===== config.mk =====
export PLATFORM = sky130hd
export DESIGN_NAME = quad_uart_pins
export DESIGN_NICKNAME = d
export VERILOG_FILES = /design/src/hw/quad_uart_pkg.sv /design/src/hw/uart_lane.sv /design/src/hw/ready_status.sv /design/src/hw/quad_uart_pins.sv
export SDC_FILE = /design/constraint.sdc
export NUM_CORES = 1
export LEC_CHECK = 0
export ABC_AREA = 1
export BUFFER_PORTS_ARGS = -buffer_cell sky130_fd_sc_hd__buf_2
export CORE_AREA = 2 2 142 200
export CTS_BUF_LIST = sky130_fd_sc_hd__clkbuf_4 sky130_fd_sc_hd__clkbuf_8
export CTS_CLUSTER_DIAMETER = 30
export DETAILED_ROUTE_END_ITERATION = 16
export DIE_AREA = 0 0 144 202
export PLACE_DENSITY = 0.82
export SLEW_MARGIN = 20
export SYNTH_ARGS = -nofsm -noshare
export SYNTH_HDL_FRONTEND = slang
export SYNTH_SLANG_ARGS = --single-unit

===== constraint.sdc =====
create_clock -name clk_i -period 1.85 [get_ports clk_i]
set_clock_uncertainty 0.15 [all_clocks]
set_input_delay 0.37 -clock clk_i [delete_from_list [all_inputs] [get_ports clk_i]]
set_output_delay 0.37 -clock clk_i [all_outputs]
set_load 0.02 [all_outputs]

===== src/hw/quad_uart_pkg.sv =====
// shared constants, carriers and helpers for the quad uart pin logic
package quad_uart_pkg;
    localparam int NUM_CH = 4;
    localparam int LVL_W = 7;
    localparam logic [LVL_W-1:0] FIFO_DEPTH = 7'h40;
    // register offsets inside each channel
    localparam logic [2:0] REG_IER = 3'h1;
    localparam logic [2:0] REG_FCR = 3'h2;
    localparam logic [2:0] REG_MCR = 3'h4;
    localparam logic [2:0] REG_MSR = 3'h6;
    localparam logic [2:0] REG_EFR = 3'h7;
    localparam logic [7:0] CFG_RESET = 8'h00;
    // field positions
    localparam int MCR_DTR_BIT = 0;
    localparam int MCR_RTS_BIT = 1;
    localparam int MCR_IR_BIT = 6;
    localparam int EFR_AUTO_RTS_BIT = 6;
    localparam int EFR_AUTO_CTS_BIT = 7;
    localparam int FCR_EN_BIT = 0;
    localparam int FCR_DMA_BIT = 3;
    localparam int FCR_TRIG_LSB = 6;
    localparam int MSR_CTS_BIT = 4;
    // receive trigger levels selected by the fifo control field
    localparam logic [LVL_W-1:0] RX_TRIG_0 = 7'h08;
    localparam logic [LVL_W-1:0] RX_TRIG_1 = 7'h10;
    localparam logic [LVL_W-1:0] RX_TRIG_2 = 7'h38;
    localparam logic [LVL_W-1:0] RX_TRIG_3 = 7'h3C;
    // serial timing
    localparam int CLK_PERIOD_NS = 8;
    localparam int BIT_TIME_NS = 128;
    localparam int BIT_CYCLES = BIT_TIME_NS / CLK_PERIOD_NS;
    localparam int IR_PULSE_CYCLES = (BIT_CYCLES * 3) / 16;
    localparam logic [4:0] BIT_LAST = 5'(BIT_CYCLES - 1);
    localparam logic [4:0] IR_PULSE = 5'(IR_PULSE_CYCLES);
    localparam logic [3:0] FRAME_LAST = 4'h9;

    typedef struct packed {
        logic [7:0] interrupt_enable_reg;
        logic [7:0] fcr;
        logic [7:0] modem_control_reg;
        logic [7:0] enhanced_feature_reg;
    } chan_cfg_t;

    typedef struct packed {
        logic [LVL_W-1:0] tx_level;
        logic [LVL_W-1:0] rx_level;
    } fifo_fill_t;

    typedef struct packed {
        logic [3:0] cs_n;
        logic [2:0] addr;
        logic rd_n;
        logic wr_n;
        logic sel_n;
        logic [7:0] data;
        logic [3:0] cts_n;
        logic [3:0] rx;
    } pins_t;

    // receive trigger level chosen by the fifo control register
    function automatic logic [LVL_W-1:0] rx_trigger(input logic [7:0] fcr);
        case (fcr[FCR_TRIG_LSB+:2])
            2'h0: rx_trigger = RX_TRIG_0;
            2'h1: rx_trigger = RX_TRIG_1;
            2'h2: rx_trigger = RX_TRIG_2;
            default: rx_trigger = RX_TRIG_3;
        endcase
    endfunction

    // ready signalling uses the level mode only with fifo and dma mode on
    function automatic logic dma_mode1(input logic [7:0] fcr);
        dma_mode1 = fcr[FCR_EN_BIT] & fcr[FCR_DMA_BIT];
    endfunction
endpackage


===== src/hw/uart_lane.sv =====
// one channel transmit serialiser with infrared encoder and receive decoder
`timescale 1ns/1ns
module uart_lane
    import quad_uart_pkg::*;
(
    input wire logic clk_i,
    input wire logic rst_n_i,
    input wire logic ir_mode_i,
    input wire logic cts_ok_i,
    input wire logic [7:0] byte_i,
    input wire logic byte_valid_i,
    output logic byte_ready_o,
    output logic tx_std_o,
    output logic tx_ir_o,
    input wire logic rx_pin_i,
    output logic rx_bit_o
);
    typedef struct packed {
        logic busy;
        logic ready;
        logic [9:0] shift;
        logic [3:0] bitn;
        logic [4:0] tick;
        logic std;
        logic ir;
        logic [4:0] rcnt;
        logic rx_bit;
    } lane_state_t;

    lane_state_t s_reg;
    lane_state_t s_next;

    // frame sender, ir pulse encoder and ir pulse stretcher
    always_comb
    begin
        s_next = s_reg;
        s_next.ready = 1'b0;
        if (!s_reg.busy)
        begin
            s_next.std = 1'b1;
            s_next.ir = 1'b0;
            if (byte_valid_i && s_reg.ready)
            begin
                s_next.busy = 1'b1;
                s_next.shift = {1'b1, byte_i, 1'b0};
                s_next.bitn = 4'h0;
                s_next.tick = 5'h00;
            end
        end
        else
        begin
            s_next.std = s_reg.shift[0];
            s_next.ir = !s_reg.shift[0] && (s_reg.tick < IR_PULSE);
            s_next.tick = s_reg.tick + 5'h01;
            if (s_reg.tick == BIT_LAST)
            begin
                s_next.tick = 5'h00;
                s_next.shift = {1'b1, s_reg.shift[9:1]};
                s_next.bitn = s_reg.bitn + 4'h1;
                if (s_reg.bitn == FRAME_LAST)
                    s_next.busy = 1'b0;
            end
        end
        s_next.ready = !s_next.busy && cts_ok_i;
        // a high ir pulse marks a zero bit for one bit time
        if (!ir_mode_i)
            s_next.rx_bit = rx_pin_i;
        else if (rx_pin_i)
        begin
            s_next.rcnt = BIT_LAST;
            s_next.rx_bit = 1'b0;
        end
        else if (s_reg.rcnt != 5'h00)
            s_next.rcnt = s_reg.rcnt - 5'h01;
        else
            s_next.rx_bit = 1'b1;
    end

    // state register
    always_ff @(posedge clk_i)
    begin
        if (!rst_n_i)
        begin
            s_reg <= '0;
            s_reg.shift <= 10'h3FF;
            s_reg.std <= 1'b1;
            s_reg.rx_bit <= 1'b1;
        end
        else
            s_reg <= s_next;
    end

    assign byte_ready_o = s_reg.ready;
    assign tx_std_o = s_reg.std;
    assign tx_ir_o = s_reg.ir;
    assign rx_bit_o = s_reg.rx_bit;
endmodule


===== src/hw/ready_status.sv =====
// per channel and combined transmitter and receiver ready outputs
`timescale 1ns/1ns
module ready_status
    import quad_uart_pkg::*;
(
    input wire logic clk_i,
    input wire logic rst_n_i,
    input chan_cfg_t [NUM_CH-1:0] cfg_i,
    input fifo_fill_t [NUM_CH-1:0] fill_i,
    output logic [NUM_CH-1:0] tx_ready_n_o,
    output logic [NUM_CH-1:0] rx_ready_n_o,
    output logic tx_all_n_o,
    output logic rx_all_n_o
);
    typedef struct packed {
        logic [NUM_CH-1:0] tx_n;
        logic [NUM_CH-1:0] rx_n;
        logic tx_all;
        logic rx_all;
    } rdy_state_t;

    rdy_state_t s_reg;
    rdy_state_t s_next;

    // mode 0 tracks empty or not, mode 1 tracks space and trigger level
    always_comb
    begin
        s_next = s_reg;
        for (int c = 0; c < NUM_CH; c++)
        begin
            if (dma_mode1(cfg_i[c].fcr))
            begin
                s_next.tx_n[c] = (fill_i[c].tx_level >= FIFO_DEPTH);
                if (fill_i[c].rx_level >= rx_trigger(cfg_i[c].fcr))
                    s_next.rx_n[c] = 1'b0;
                else if (fill_i[c].rx_level == 7'h00)
                    s_next.rx_n[c] = 1'b1;
            end
            else
            begin
                s_next.tx_n[c] = (fill_i[c].tx_level != 7'h00);
                s_next.rx_n[c] = (fill_i[c].rx_level == 7'h00);
            end
        end
        s_next.tx_all = &s_next.tx_n;
        s_next.rx_all = &s_next.rx_n;
    end

    // state register, all ready outputs released in reset
    always_ff @(posedge clk_i)
    begin
        if (!rst_n_i)
            s_reg <= '1;
        else
            s_reg <= s_next;
    end

    assign tx_ready_n_o = s_reg.tx_n;
    assign rx_ready_n_o = s_reg.rx_n;
    assign tx_all_n_o = s_reg.tx_all;
    assign rx_all_n_o = s_reg.rx_all;
endmodule


===== src/hw/quad_uart_pins.sv =====
// pin level logic of a four channel uart: ready pins, status byte, serial pins
//
// Contract
// - per channel active low transmitter ready output
// - per channel active low receiver ready output
// - combined tx ready is and of four
// - combined rx ready is and of four
// - status select read drives summary byte
// - low nibble holds inverted tx ready, A lowest
// - high nibble holds rx ready, A lowest
// - summary read ignores the address lines
// - infrared bit clear gives standard serial pins
// - standard transmit idles high, also in reset
// - infrared bit set gives infrared encode and decode
// - infrared transmit idles low
// - dedicated infrared output always encoded, idles low
// - rts asserted first, then auto rts follows fill
// - auto cts gates transmission on cts
// - rts is software output without auto
// - cts is software readable input without auto
// - dtr is a software driven output
`timescale 1ns/1ns
module quad_uart_pins
    import quad_uart_pkg::*;
(
    input wire logic clk_i,
    input wire logic rst_n_i,
    input wire logic [quad_uart_pkg::NUM_CH-1:0] cs_n_i,
    input wire logic [2:0] addr_i,
    input wire logic rd_n_i,
    input wire logic wr_n_i,
    input wire logic [7:0] data_i,
    input wire logic status_byte_select_n_i,
    output logic [7:0] data_o,
    output logic data_oe_o,
    input quad_uart_pkg::fifo_fill_t [quad_uart_pkg::NUM_CH-1:0] fill_i,
    input wire logic [quad_uart_pkg::NUM_CH-1:0][7:0] tx_byte_i,
    input wire logic [quad_uart_pkg::NUM_CH-1:0] tx_byte_valid_i,
    output logic [quad_uart_pkg::NUM_CH-1:0] tx_byte_ready_o,
    input wire logic [quad_uart_pkg::NUM_CH-1:0] rx_i,
    output logic [quad_uart_pkg::NUM_CH-1:0] rx_bit_o,
    output logic [quad_uart_pkg::NUM_CH-1:0] tx_o,
    output logic [quad_uart_pkg::NUM_CH-1:0] infrared_tx_out_o,
    output logic [quad_uart_pkg::NUM_CH-1:0] rts_n_o,
    input wire logic [quad_uart_pkg::NUM_CH-1:0] cts_n_i,
    output logic [quad_uart_pkg::NUM_CH-1:0] dtr_n_o,
    output logic [quad_uart_pkg::NUM_CH-1:0] tx_ready_n_o,
    output logic [quad_uart_pkg::NUM_CH-1:0] rx_ready_n_o,
    output logic tx_ready_all_n_o,
    output logic rx_ready_all_n_o
);
    import quad_uart_pkg::*;

    typedef struct packed {
        pins_t meta;
        pins_t sync;
        logic wr_prev;
        chan_cfg_t [NUM_CH-1:0] cfg;
        logic [7:0] rdata;
        logic rd_oe;
        logic [NUM_CH-1:0] tx;
        logic [NUM_CH-1:0] infrared_tx_out;
        logic [NUM_CH-1:0] rts_n;
        logic [NUM_CH-1:0] dtr_n;
    } top_state_t;

    top_state_t s_reg;
    top_state_t s_next;
    pins_t pins_now;
    logic [NUM_CH-1:0] lane_std;
    logic [NUM_CH-1:0] lane_ir;
    logic [NUM_CH-1:0] cts_ok;
    logic [NUM_CH-1:0] ir_mode;
    chan_cfg_t [NUM_CH-1:0] cfg;

    // gather every pin that needs a two stage synchroniser
    always_comb
    begin
        pins_now.cs_n = cs_n_i;
        pins_now.addr = addr_i;
        pins_now.rd_n = rd_n_i;
        pins_now.wr_n = wr_n_i;
        pins_now.sel_n = status_byte_select_n_i;
        pins_now.data = data_i;
        pins_now.cts_n = cts_n_i;
        pins_now.rx = rx_i;
    end

    // per channel lane controls from the register copy
    always_comb
    begin
        cfg = s_reg.cfg;
        for (int c = 0; c < NUM_CH; c++)
        begin
            ir_mode[c] = s_reg.cfg[c].modem_control_reg[MCR_IR_BIT];
            cts_ok[c] = !s_reg.cfg[c].enhanced_feature_reg[EFR_AUTO_CTS_BIT] || !s_reg.sync.cts_n[c];
        end
    end

    // one serialiser per channel
    genvar g;
    generate
        for (g = 0; g < NUM_CH; g++)
        begin : g_lane
            uart_lane u_lane (
                .clk_i(clk_i),
                .rst_n_i(rst_n_i),
                .ir_mode_i(ir_mode[g]),
                .cts_ok_i(cts_ok[g]),
                .byte_i(tx_byte_i[g]),
                .byte_valid_i(tx_byte_valid_i[g]),
                .byte_ready_o(tx_byte_ready_o[g]),
                .tx_std_o(lane_std[g]),
                .tx_ir_o(lane_ir[g]),
                .rx_pin_i(s_reg.sync.rx[g]),
                .rx_bit_o(rx_bit_o[g])
            );
        end
    endgenerate

    // ready pins for all four channels
    ready_status u_ready (
        .clk_i(clk_i),
        .rst_n_i(rst_n_i),
        .cfg_i(cfg),
        .fill_i(fill_i),
        .tx_ready_n_o(tx_ready_n_o),
        .rx_ready_n_o(rx_ready_n_o),
        .tx_all_n_o(tx_ready_all_n_o),
        .rx_all_n_o(rx_ready_all_n_o)
    );

    // bus access, flow control and serial pin selection
    always_comb
    begin
        s_next = s_reg;
        s_next.meta = pins_now;
        s_next.sync = s_reg.meta;
        s_next.wr_prev = s_reg.sync.wr_n;
        // register write on the rising edge of the write strobe
        if (s_reg.sync.wr_n && !s_reg.wr_prev)
        begin
            for (int c = 0; c < NUM_CH; c++)
            begin
                if (!s_reg.sync.cs_n[c])
                begin
                    case (s_reg.sync.addr)
                        REG_IER: s_next.cfg[c].interrupt_enable_reg = s_reg.sync.data;
                        REG_FCR: s_next.cfg[c].fcr = s_reg.sync.data;
                        REG_MCR: s_next.cfg[c].modem_control_reg = s_reg.sync.data;
                        REG_EFR: s_next.cfg[c].enhanced_feature_reg = s_reg.sync.data;
                        default: ;
                    endcase
                end
            end
        end
        // read data; the summary select wins over any chip select
        s_next.rd_oe = 1'b0;
        s_next.rdata = 8'h00;
        if (!s_reg.sync.rd_n)
        begin
            if (!s_reg.sync.sel_n)
            begin
                s_next.rd_oe = 1'b1;
                s_next.rdata = {rx_ready_n_o, ~tx_ready_n_o};
            end
            else
            begin
                for (int c = NUM_CH - 1; c >= 0; c--)
                begin
                    if (!s_reg.sync.cs_n[c])
                    begin
                        s_next.rd_oe = 1'b1;
                        case (s_reg.sync.addr)
                            REG_IER: s_next.rdata = s_reg.cfg[c].interrupt_enable_reg;
                            REG_MCR: s_next.rdata = s_reg.cfg[c].modem_control_reg;
                            REG_EFR: s_next.rdata = s_reg.cfg[c].enhanced_feature_reg;
                            REG_MSR:
                            begin
                                s_next.rdata = 8'h00;
                                s_next.rdata[MSR_CTS_BIT] = !s_reg.sync.cts_n[c];
                            end
                            default: s_next.rdata = 8'h00;
                        endcase
                    end
                end
            end
        end
        // modem outputs and transmit pin selection
        for (int c = 0; c < NUM_CH; c++)
        begin
            s_next.dtr_n[c] = !s_reg.cfg[c].modem_control_reg[MCR_DTR_BIT];
            if (s_reg.cfg[c].enhanced_feature_reg[EFR_AUTO_RTS_BIT])
            begin
                // auto rts only once software has asserted rts
                s_next.rts_n[c] = !s_reg.cfg[c].modem_control_reg[MCR_RTS_BIT]
                    || (fill_i[c].rx_level >= rx_trigger(s_reg.cfg[c].fcr));
            end
            else
                s_next.rts_n[c] = !s_reg.cfg[c].modem_control_reg[MCR_RTS_BIT];
            s_next.tx[c] = ir_mode[c] ? lane_ir[c] : lane_std[c];
            s_next.infrared_tx_out[c] = lane_ir[c];
        end
    end

    // state register; serial output high and pins released in reset
    always_ff @(posedge clk_i)
    begin
        if (!rst_n_i)
        begin
            s_reg <= '0;
            s_reg.meta <= '1;
            s_reg.sync <= '1;
            s_reg.wr_prev <= 1'b1;
            s_reg.tx <= '1;
            s_reg.rts_n <= '1;
            s_reg.dtr_n <= '1;
        end
        else
            s_reg <= s_next;
    end

    assign data_o = s_reg.rdata;
    assign data_oe_o = s_reg.rd_oe;
    assign tx_o = s_reg.tx;
    assign infrared_tx_out_o = s_reg.infrared_tx_out;
    assign rts_n_o = s_reg.rts_n;
    assign dtr_n_o = s_reg.dtr_n;
endmodule


Yosys cells after proc, flatten, opt, wreduce, memory -nomap -nowiden
Cells that the tools add are included.
Widths: inputs -> output; s select.
{"block": "classes", "n_addsub": 12, "n_lt_le_gt_ge": 16, "eq_ne": 29, "n_mux": 89, "n_bitwise": 10, "n_reduce_logical": 101}
{"cell": "$mux 19", "count": 8}
{"cell": "$pmux 8 s4", "count": 4}
{"cell": "$mux 21", "count": 4}
{"cell": "$pmux 6 s3", "count": 4}
{"cell": "$ge 7x7->1", "count": 8}
{"cell": "$mux 7", "count": 8}
{"cell": "$mux 1", "count": 48}
{"cell": "$reduce_and 3->1", "count": 16}
{"cell": "$mux 9", "count": 5}
{"cell": "$ge 7x7->1 const B", "count": 4}
{"cell": "$logic_not 7->1", "count": 4}
{"cell": "$reduce_bool 7->1", "count": 4}
{"cell": "$logic_not 1->1", "count": 25}
{"cell": "$mux 6", "count": 4}
{"cell": "$reduce_and 2->1", "count": 12}
{"cell": "$add 5x1->5 const B", "count": 4}
{"cell": "$eq 5x4->1 const B", "count": 4}
{"cell": "$lt 5x2->1 const B", "count": 4}
{"cell": "$mux 5", "count": 4}
{"cell": "$reduce_bool 5->1", "count": 4}
{"cell": "$sub 5x1->5 const B", "count": 4}
{"cell": "$add 4x1->4 const B", "count": 4}
{"cell": "$eq 4x4->1 const B", "count": 4}
{"cell": "$reduce_bool 2->1", "count": 8}
{"cell": "15 further kinds", "count": 59}
{"block": "totals", "register_bits": 332, "input_bits": 120, "output_inout_bits": 43, "elab_cells": 336}

Logic depth before layout (Yosys ltp)
{"block": "depth", "word_depth": 7, "depth_mapped": 13}

Cells and area by module
From an unflattened synthesis, not the netlist that was laid out.
{"block": "hier_totals", "hier_cells": 2051, "area_unflattened_um2": 15059.4}
{"module": "quad_uart_pins", "instances": 1, "cells_each": 1093, "area_per_inst_um2": 8431.8}
{"module": "uart_lane (g_lane[0].u_lane ...)", "instances": 3, "cells_each": 190, "area_per_inst_um2": 1383.8}
{"module": "uart_lane (g_lane[3].u_lane)", "instances": 1, "cells_each": 194, "area_per_inst_um2": 1387.6}
{"module": "ready_status", "instances": 1, "cells_each": 194, "area_per_inst_um2": 1088.5}

Worst setup path before layout
No wires, ideal clock.
{"block": "synth_timing", "kind": "reg2reg", "start": "register g_lane[0].u_lane.s_reg[8] in the netlist's numbering", "end": "register g_lane[0].u_lane.s_reg[17] in the netlist's numbering", "setup_ns": 0.122, "arrival_time_ns": 1.467, "path_slack_ns": 0.112, "stages_incl_launch_ff": 6, "path_buffers": 0, "cell_sequence": "dfxtp_1 > ha_1 > nand3_1 > o21ai_1 > nand2_1 > a221o_1"}
{"block": "synth_via", "elab_chain_cells": 3}
{"item": "start, declared", "line": "uart_lane.sv:30", "text": "lane_state_t s_reg;"}
{"item": "start signal, assigned", "line": "uart_lane.sv:90", "text": "s_reg <= s_next;"}
{"item": "$eq 5x4->1", "line": "uart_lane.sv:55", "text": "if (s_reg.tick == BIT_LAST)"}
{"item": "$ne 2x2->1 (no source line)"}
{"item": "$reduce_and 2->1 (no source line)"}
No other way between the ends.
A chain may end at the register's enable or synchronous reset.

Worst setup path after layout
{"block": "layout_timing", "start": "register s_reg, in the netlist cfg[87]", "end": "register u_ready.s_reg, in the netlist u_ready.rx_all_n_o"}
{"block": "layout_via", "elab_chain_cells": 7}
{"item": "start, declared", "line": "quad_uart_pins.sv:67", "text": "top_state_t s_reg;"}
{"item": "start signal, assigned", "line": "quad_uart_pins.sv:220", "text": "s_reg <= s_next;"}
{"item": "$eq 2x2->1, or another cell as far along", "line": "quad_uart_pkg.sv:62", "text": "case (fcr[FCR_TRIG_LSB+:2])"}
{"item": "$pmux 6 s3 *", "line": "quad_uart_pkg.sv:62"}
{"item": "$mux 7 *", "line": "ready_status.sv:31", "text": "if (dma_mode1(cfg_i[c].fcr))"}
{"item": "$ge 7x7->1 *", "line": "ready_status.sv:34", "text": "if (fill_i[c].rx_level >= rx_trigger(cfg_i[c].fcr))"}
{"item": "$mux 1 *", "line": "ready_status.sv:34"}
{"item": "$mux 1 *", "line": "ready_status.sv:31"}
{"item": "$reduce_and 4->1 *", "line": "ready_status.sv:46", "text": "s_next.rx_all = &s_next.rx_n;"}
{"item": "end signal, assigned", "line": "ready_status.sv:55", "text": "s_reg <= s_next;"}
{"item": "end, declared", "line": "ready_status.sv:22", "text": "rdy_state_t s_reg;"}
Mark *: on every way between the ends. The rest lies on a longest branch, timed or not. The select of a mux whose other input is x is not followed.

==> impl_metrics.py <==
metrics = {
    "setup_path": {
        "cp_top_family": "simple AND/OR/NAND/NOR gates",
        "crit_buf_inv": 2,
        "critical_path_required_ns": 2.18,
        "end_kind": "flip-flop",
        "critPathArrivalTime_ns": 2.16,
        "crit_top_cell": "nand2_1",
        "crit_type": "reg2reg",
        "worstPathMaxFanout": 4,
        "max_stage_delay_ns": 0.37,
        "start_kind": "flip-flop",
        "crit_chain": "inv_1, ha_1, inv_1, nor2_1, nand4_1, nand4_1, nand3_1, nand2_1, nor2_1, nand2_1, nand2_1",
        "critPathSlowestCell": "dfxtp_1",
    },
    "cells_and_area": {
        "final_cells": 2429,
        "multi_input_area_um2": 5884,
        "postLayoutCellArea_um2": 16700,
        "diodes": 0,
        "nNetsFinal": 2183,
        "largest_reg_flops": 112,
        "fillCellCount": 2338,
        "seqCellArea_um2": 6335,
        "area_growth_pct": 23.58,
        "drive_gt1_share_pct": 21.08,
    },
    "place": {
        "place_area_um2": 14950,
        "gp_congestion": 1.030,
        "dp.cells": 2291,
        "portBuffers": 162,
        "dpl.hpwl_um": 26100,
    },
    "clock_network": {
        "cts_tree": "built",
        "cts-buffers-inserted": 50,
        "insertion_delay_ns": 0.58,
        "cts.sinks": 316,
        "clock_path_buffers": 3,
        "htree_levels": 2,
        "clkSlewWorstSetupHoldPaths_ns": 0.07,
        "root_buffer": "clkbuf_8",
    },
    "yosys": {
        "avgSynthCellArea_um2": 7.604,
        "synth_ff_type": "dfxtp_1",
        "yosys.cell_types.count": 44,
        "synthArstFlopShare_pct": 0,
        "synth-seq-cells": 316,
        "synth_warnings": 0,
        "synth_nets": 1937,
        "netlist_instances": 1777,
        "seq_area_frac_synth_pct": 46.82,
        "synth-edff-count": 0,
        "syn_area_um2": 13510,
    },
    "power": {
        "cellPowerDensity_nw_per_um2": 914.8,
        "power_leakage_nw": 7.505,
        "clock_power_share_pct": 46.4,
        "p_comb_share_pct": 7.2,
        "internal_power_mw": 11.80,
        "ir_worst_vdd_mv": 0.6462,
        "swShare_pct": 22.78,
        "switchingPower_mw": 3.479,
        "seq_power_share_pct": 46.5,
    },
    "global_route": {
        "grt_pass1_wl_um": 60130,
        "grt_max_degree": 81,
        "antenna_found_initial": 0,
        "track_usage_pct": 25.60,
        "grt_pass1_vias": 12950,
        "grt-ovfl-total": 0,
    },
    "sta": {
        "fin_setup_tns_ns": 0,
        "hold_viol": 0,
        "rsz0062_at_grt": "true",
        "maxClockFrequency_mhz": 544.3,
        "maxSlewViolCount": 0,
        "tightestPinTransition_ns": 0.6880,
        "slew_headroom_pct": 54.07,
        "post-route-min-period_ns": 1.837,
        "min_period_over_period_pct": 99.31,
        "fin_hold_ws_ns": 0.02955,
        "setup_viol": 0,
    },
    "route": {
        "drt_first_pass_iters": 5,
        "routed_wirelength_um": 37570,
        "drtIter0Drc": 757,
        "vias_per_cell": 5.282,
        "ant_nets": 0,
        "wl_per_cell_um": 15.47,
        "drc": 0,
        "vias": 12830,
    },
    "outcome": {
        "status": "complete, no violations",
    },
    "min_path": {
        "hold_class": "in2reg",
    },
    "floorplanning": {
        "die_h_um": 202,
        "core_area_um2": 27300,
        "dieWidth_um": 144,
        "pin_count": 163,
        "initial_core_util_pct": 49.50,
        "row_count": 72,
        "fp.dieArea_um2": 29090,
    },
    "job": {
        "max-cap-violations": 0,
    },
}
==> cell usage in the layout (no fill, tap or decap), types with 11 or more instances in the layout <==
master,count
a21oi_1,78
dfxtp_1,311
or2_2,61
buf_4,75
clkbuf_4,11
nor2_2,12
o22ai_1,39
inv_1,201
buf_2,161
dlygate4sd3_1,46
ha_1,40
nand3_1,85
nor3_1,30
o21ai_0,157
nand2_1,233
a31oi_1,31
nand4_1,29
clkbuf_8,61
nor2_1,277
==> what timing repair did <==
| action | 4_1_cts | 5_1_grt |
|---|---|---|
| gates resized for setup | 1 | 21 |
| buffers inserted | 0 | 4 |
| hold buffers | 46 | 0 |
| endpoints found under the hold margin | 44 | 0 |
| pin swaps | 0 | 3 |
| setup endpoints to repair | 1 | 36 |
==> metal layers <==
| layer | up-vias | track usage, % | share of wire (%) |
|---|---|---|---|
| met5 | - | 0 | 0 |
| met4 | 0 | 13.55 | 5.4 |
| met3 | 152 | 4.312 | 5.8 |
| met2 | 502 | 46.41 | 50 |
| met1 | 5887 | 28.10 | 39 |
| li1 | 6290 | - | - |
==> metrics by stage <==
stage / power, mW / worst slack (ns) / utilization [%]
after CTS: 15.35 / 0.009746 / 60.94
after detailed placement: 8.239 / -0.04500 / 54.78
after global routing: 15.79 / -0.1672 / 61.17
final: 15.27 / 0.01272 / 61.17
after global placement: 8.206 / -0.03780 / 54.78
after floorplan: 7.814 / 0.1116 / -
==> synthesized netlist by cell type, types with 5 or more instances <==
cell type / count / area share [%]
dfxtp_1: 316 / 47
o22ai_1: 39 / 1.8
a21oi_1: 78 / 2.9
nand3_1: 87 / 3.2
buf_2: 9 / 0.33
nand2_1: 235 / 6.5
inv_1: 206 / 5.7
inv_2: 5 / 0.14
clkbuf_1: 39 / 1.1
buf_1: 9 / 0.25
ha_1: 40 / 3.7
nor3_1: 30 / 1.1
nand3b_1: 5 / 0.28
o21ai_0: 162 / 6.0
nand4_1: 29 / 1.3
xor2_1: 8 / 0.52
nor2_2: 9 / 0.42
o211ai_1: 5 / 0.28
or2_2: 61 / 2.8
buf_4: 38 / 2.1
a211oi_1: 5 / 0.28
a22oi_1: 7 / 0.39
a31oi_1: 31 / 1.4
nor2_1: 280 / 7.8
==> final cells by class <==
| type | instances | area share [%] |
|---|---|---|
| Clock buffer | 72 | 5.523 |
| Clock inverter | 16 | 1.776 |
| Inverter | 213 | 4.833 |
| Multi-Input combinational cell | 1152 | 35.24 |
| Sequential cell | 316 | 37.94 |
| Tap cell | 370 | 2.773 |
| Timing Repair Buffer | 290 | 11.91 |
==> worst reg2reg max path: stages, from the launching register on <==
cell and delay, ns:
dfxtp_1 0.37, inv_1 0.09, ha_1 0.31, inv_1 0.05, nor2_1 0.16, nand4_1 0.15, nand4_1 0.15, nand3_1 0.08
nand2_1 0.10, nor2_1 0.04, nand2_1 0.05, nand2_1 0.04
==> cell families after synthesis <==
logic type	after synthesis	share of synthesized area, %
simple gates	750	24.34
compound gates	350	14.56
buf+inv	309	9.797
flops	316	46.82
fa+ha+maj	40	3.704
xor+xnor	12	0.7778
==> power groups by stage <==
| stage | clock (mW) | combinational, mW | sequential (mW) |
|---|---|---|---|
| floorplan | 0 | 0.616 | 7.20 |
| global placement | 0 | 0.971 | 7.24 |
| detailed placement | 0 | 0.998 | 7.24 |
| CTS | 7.18 | 1.07 | 7.09 |
| global route | 7.47 | 1.21 | 7.11 |
| finish | 7.08 | 1.10 | 7.10 |
==> path summary, 6_finish.rpt <==
check | slack (ns) | from | depth (start not counted) | endpoint
max | 0.01 | cfg[87]$_SDFFE_PN0P_ | 11 | u_ready.rx_all_n_o$_SDFF_PN1_
min | 0.03 | tx_byte_valid_i[1] | 4 | g_lane[1].u_lane.s_reg[10]$_SDFFE_PN0P_
max reg2reg | 0.01 | cfg[87]$_SDFFE_PN0P_ | 11 | u_ready.rx_all_n_o$_SDFF_PN1_
min reg2reg | 0.25 | s_next[163]$_SDFF_PN1_ | 1 | s_reg[163]$_SDFF_PN1_
Note: power is estimated with default switching activity, not from simulation.
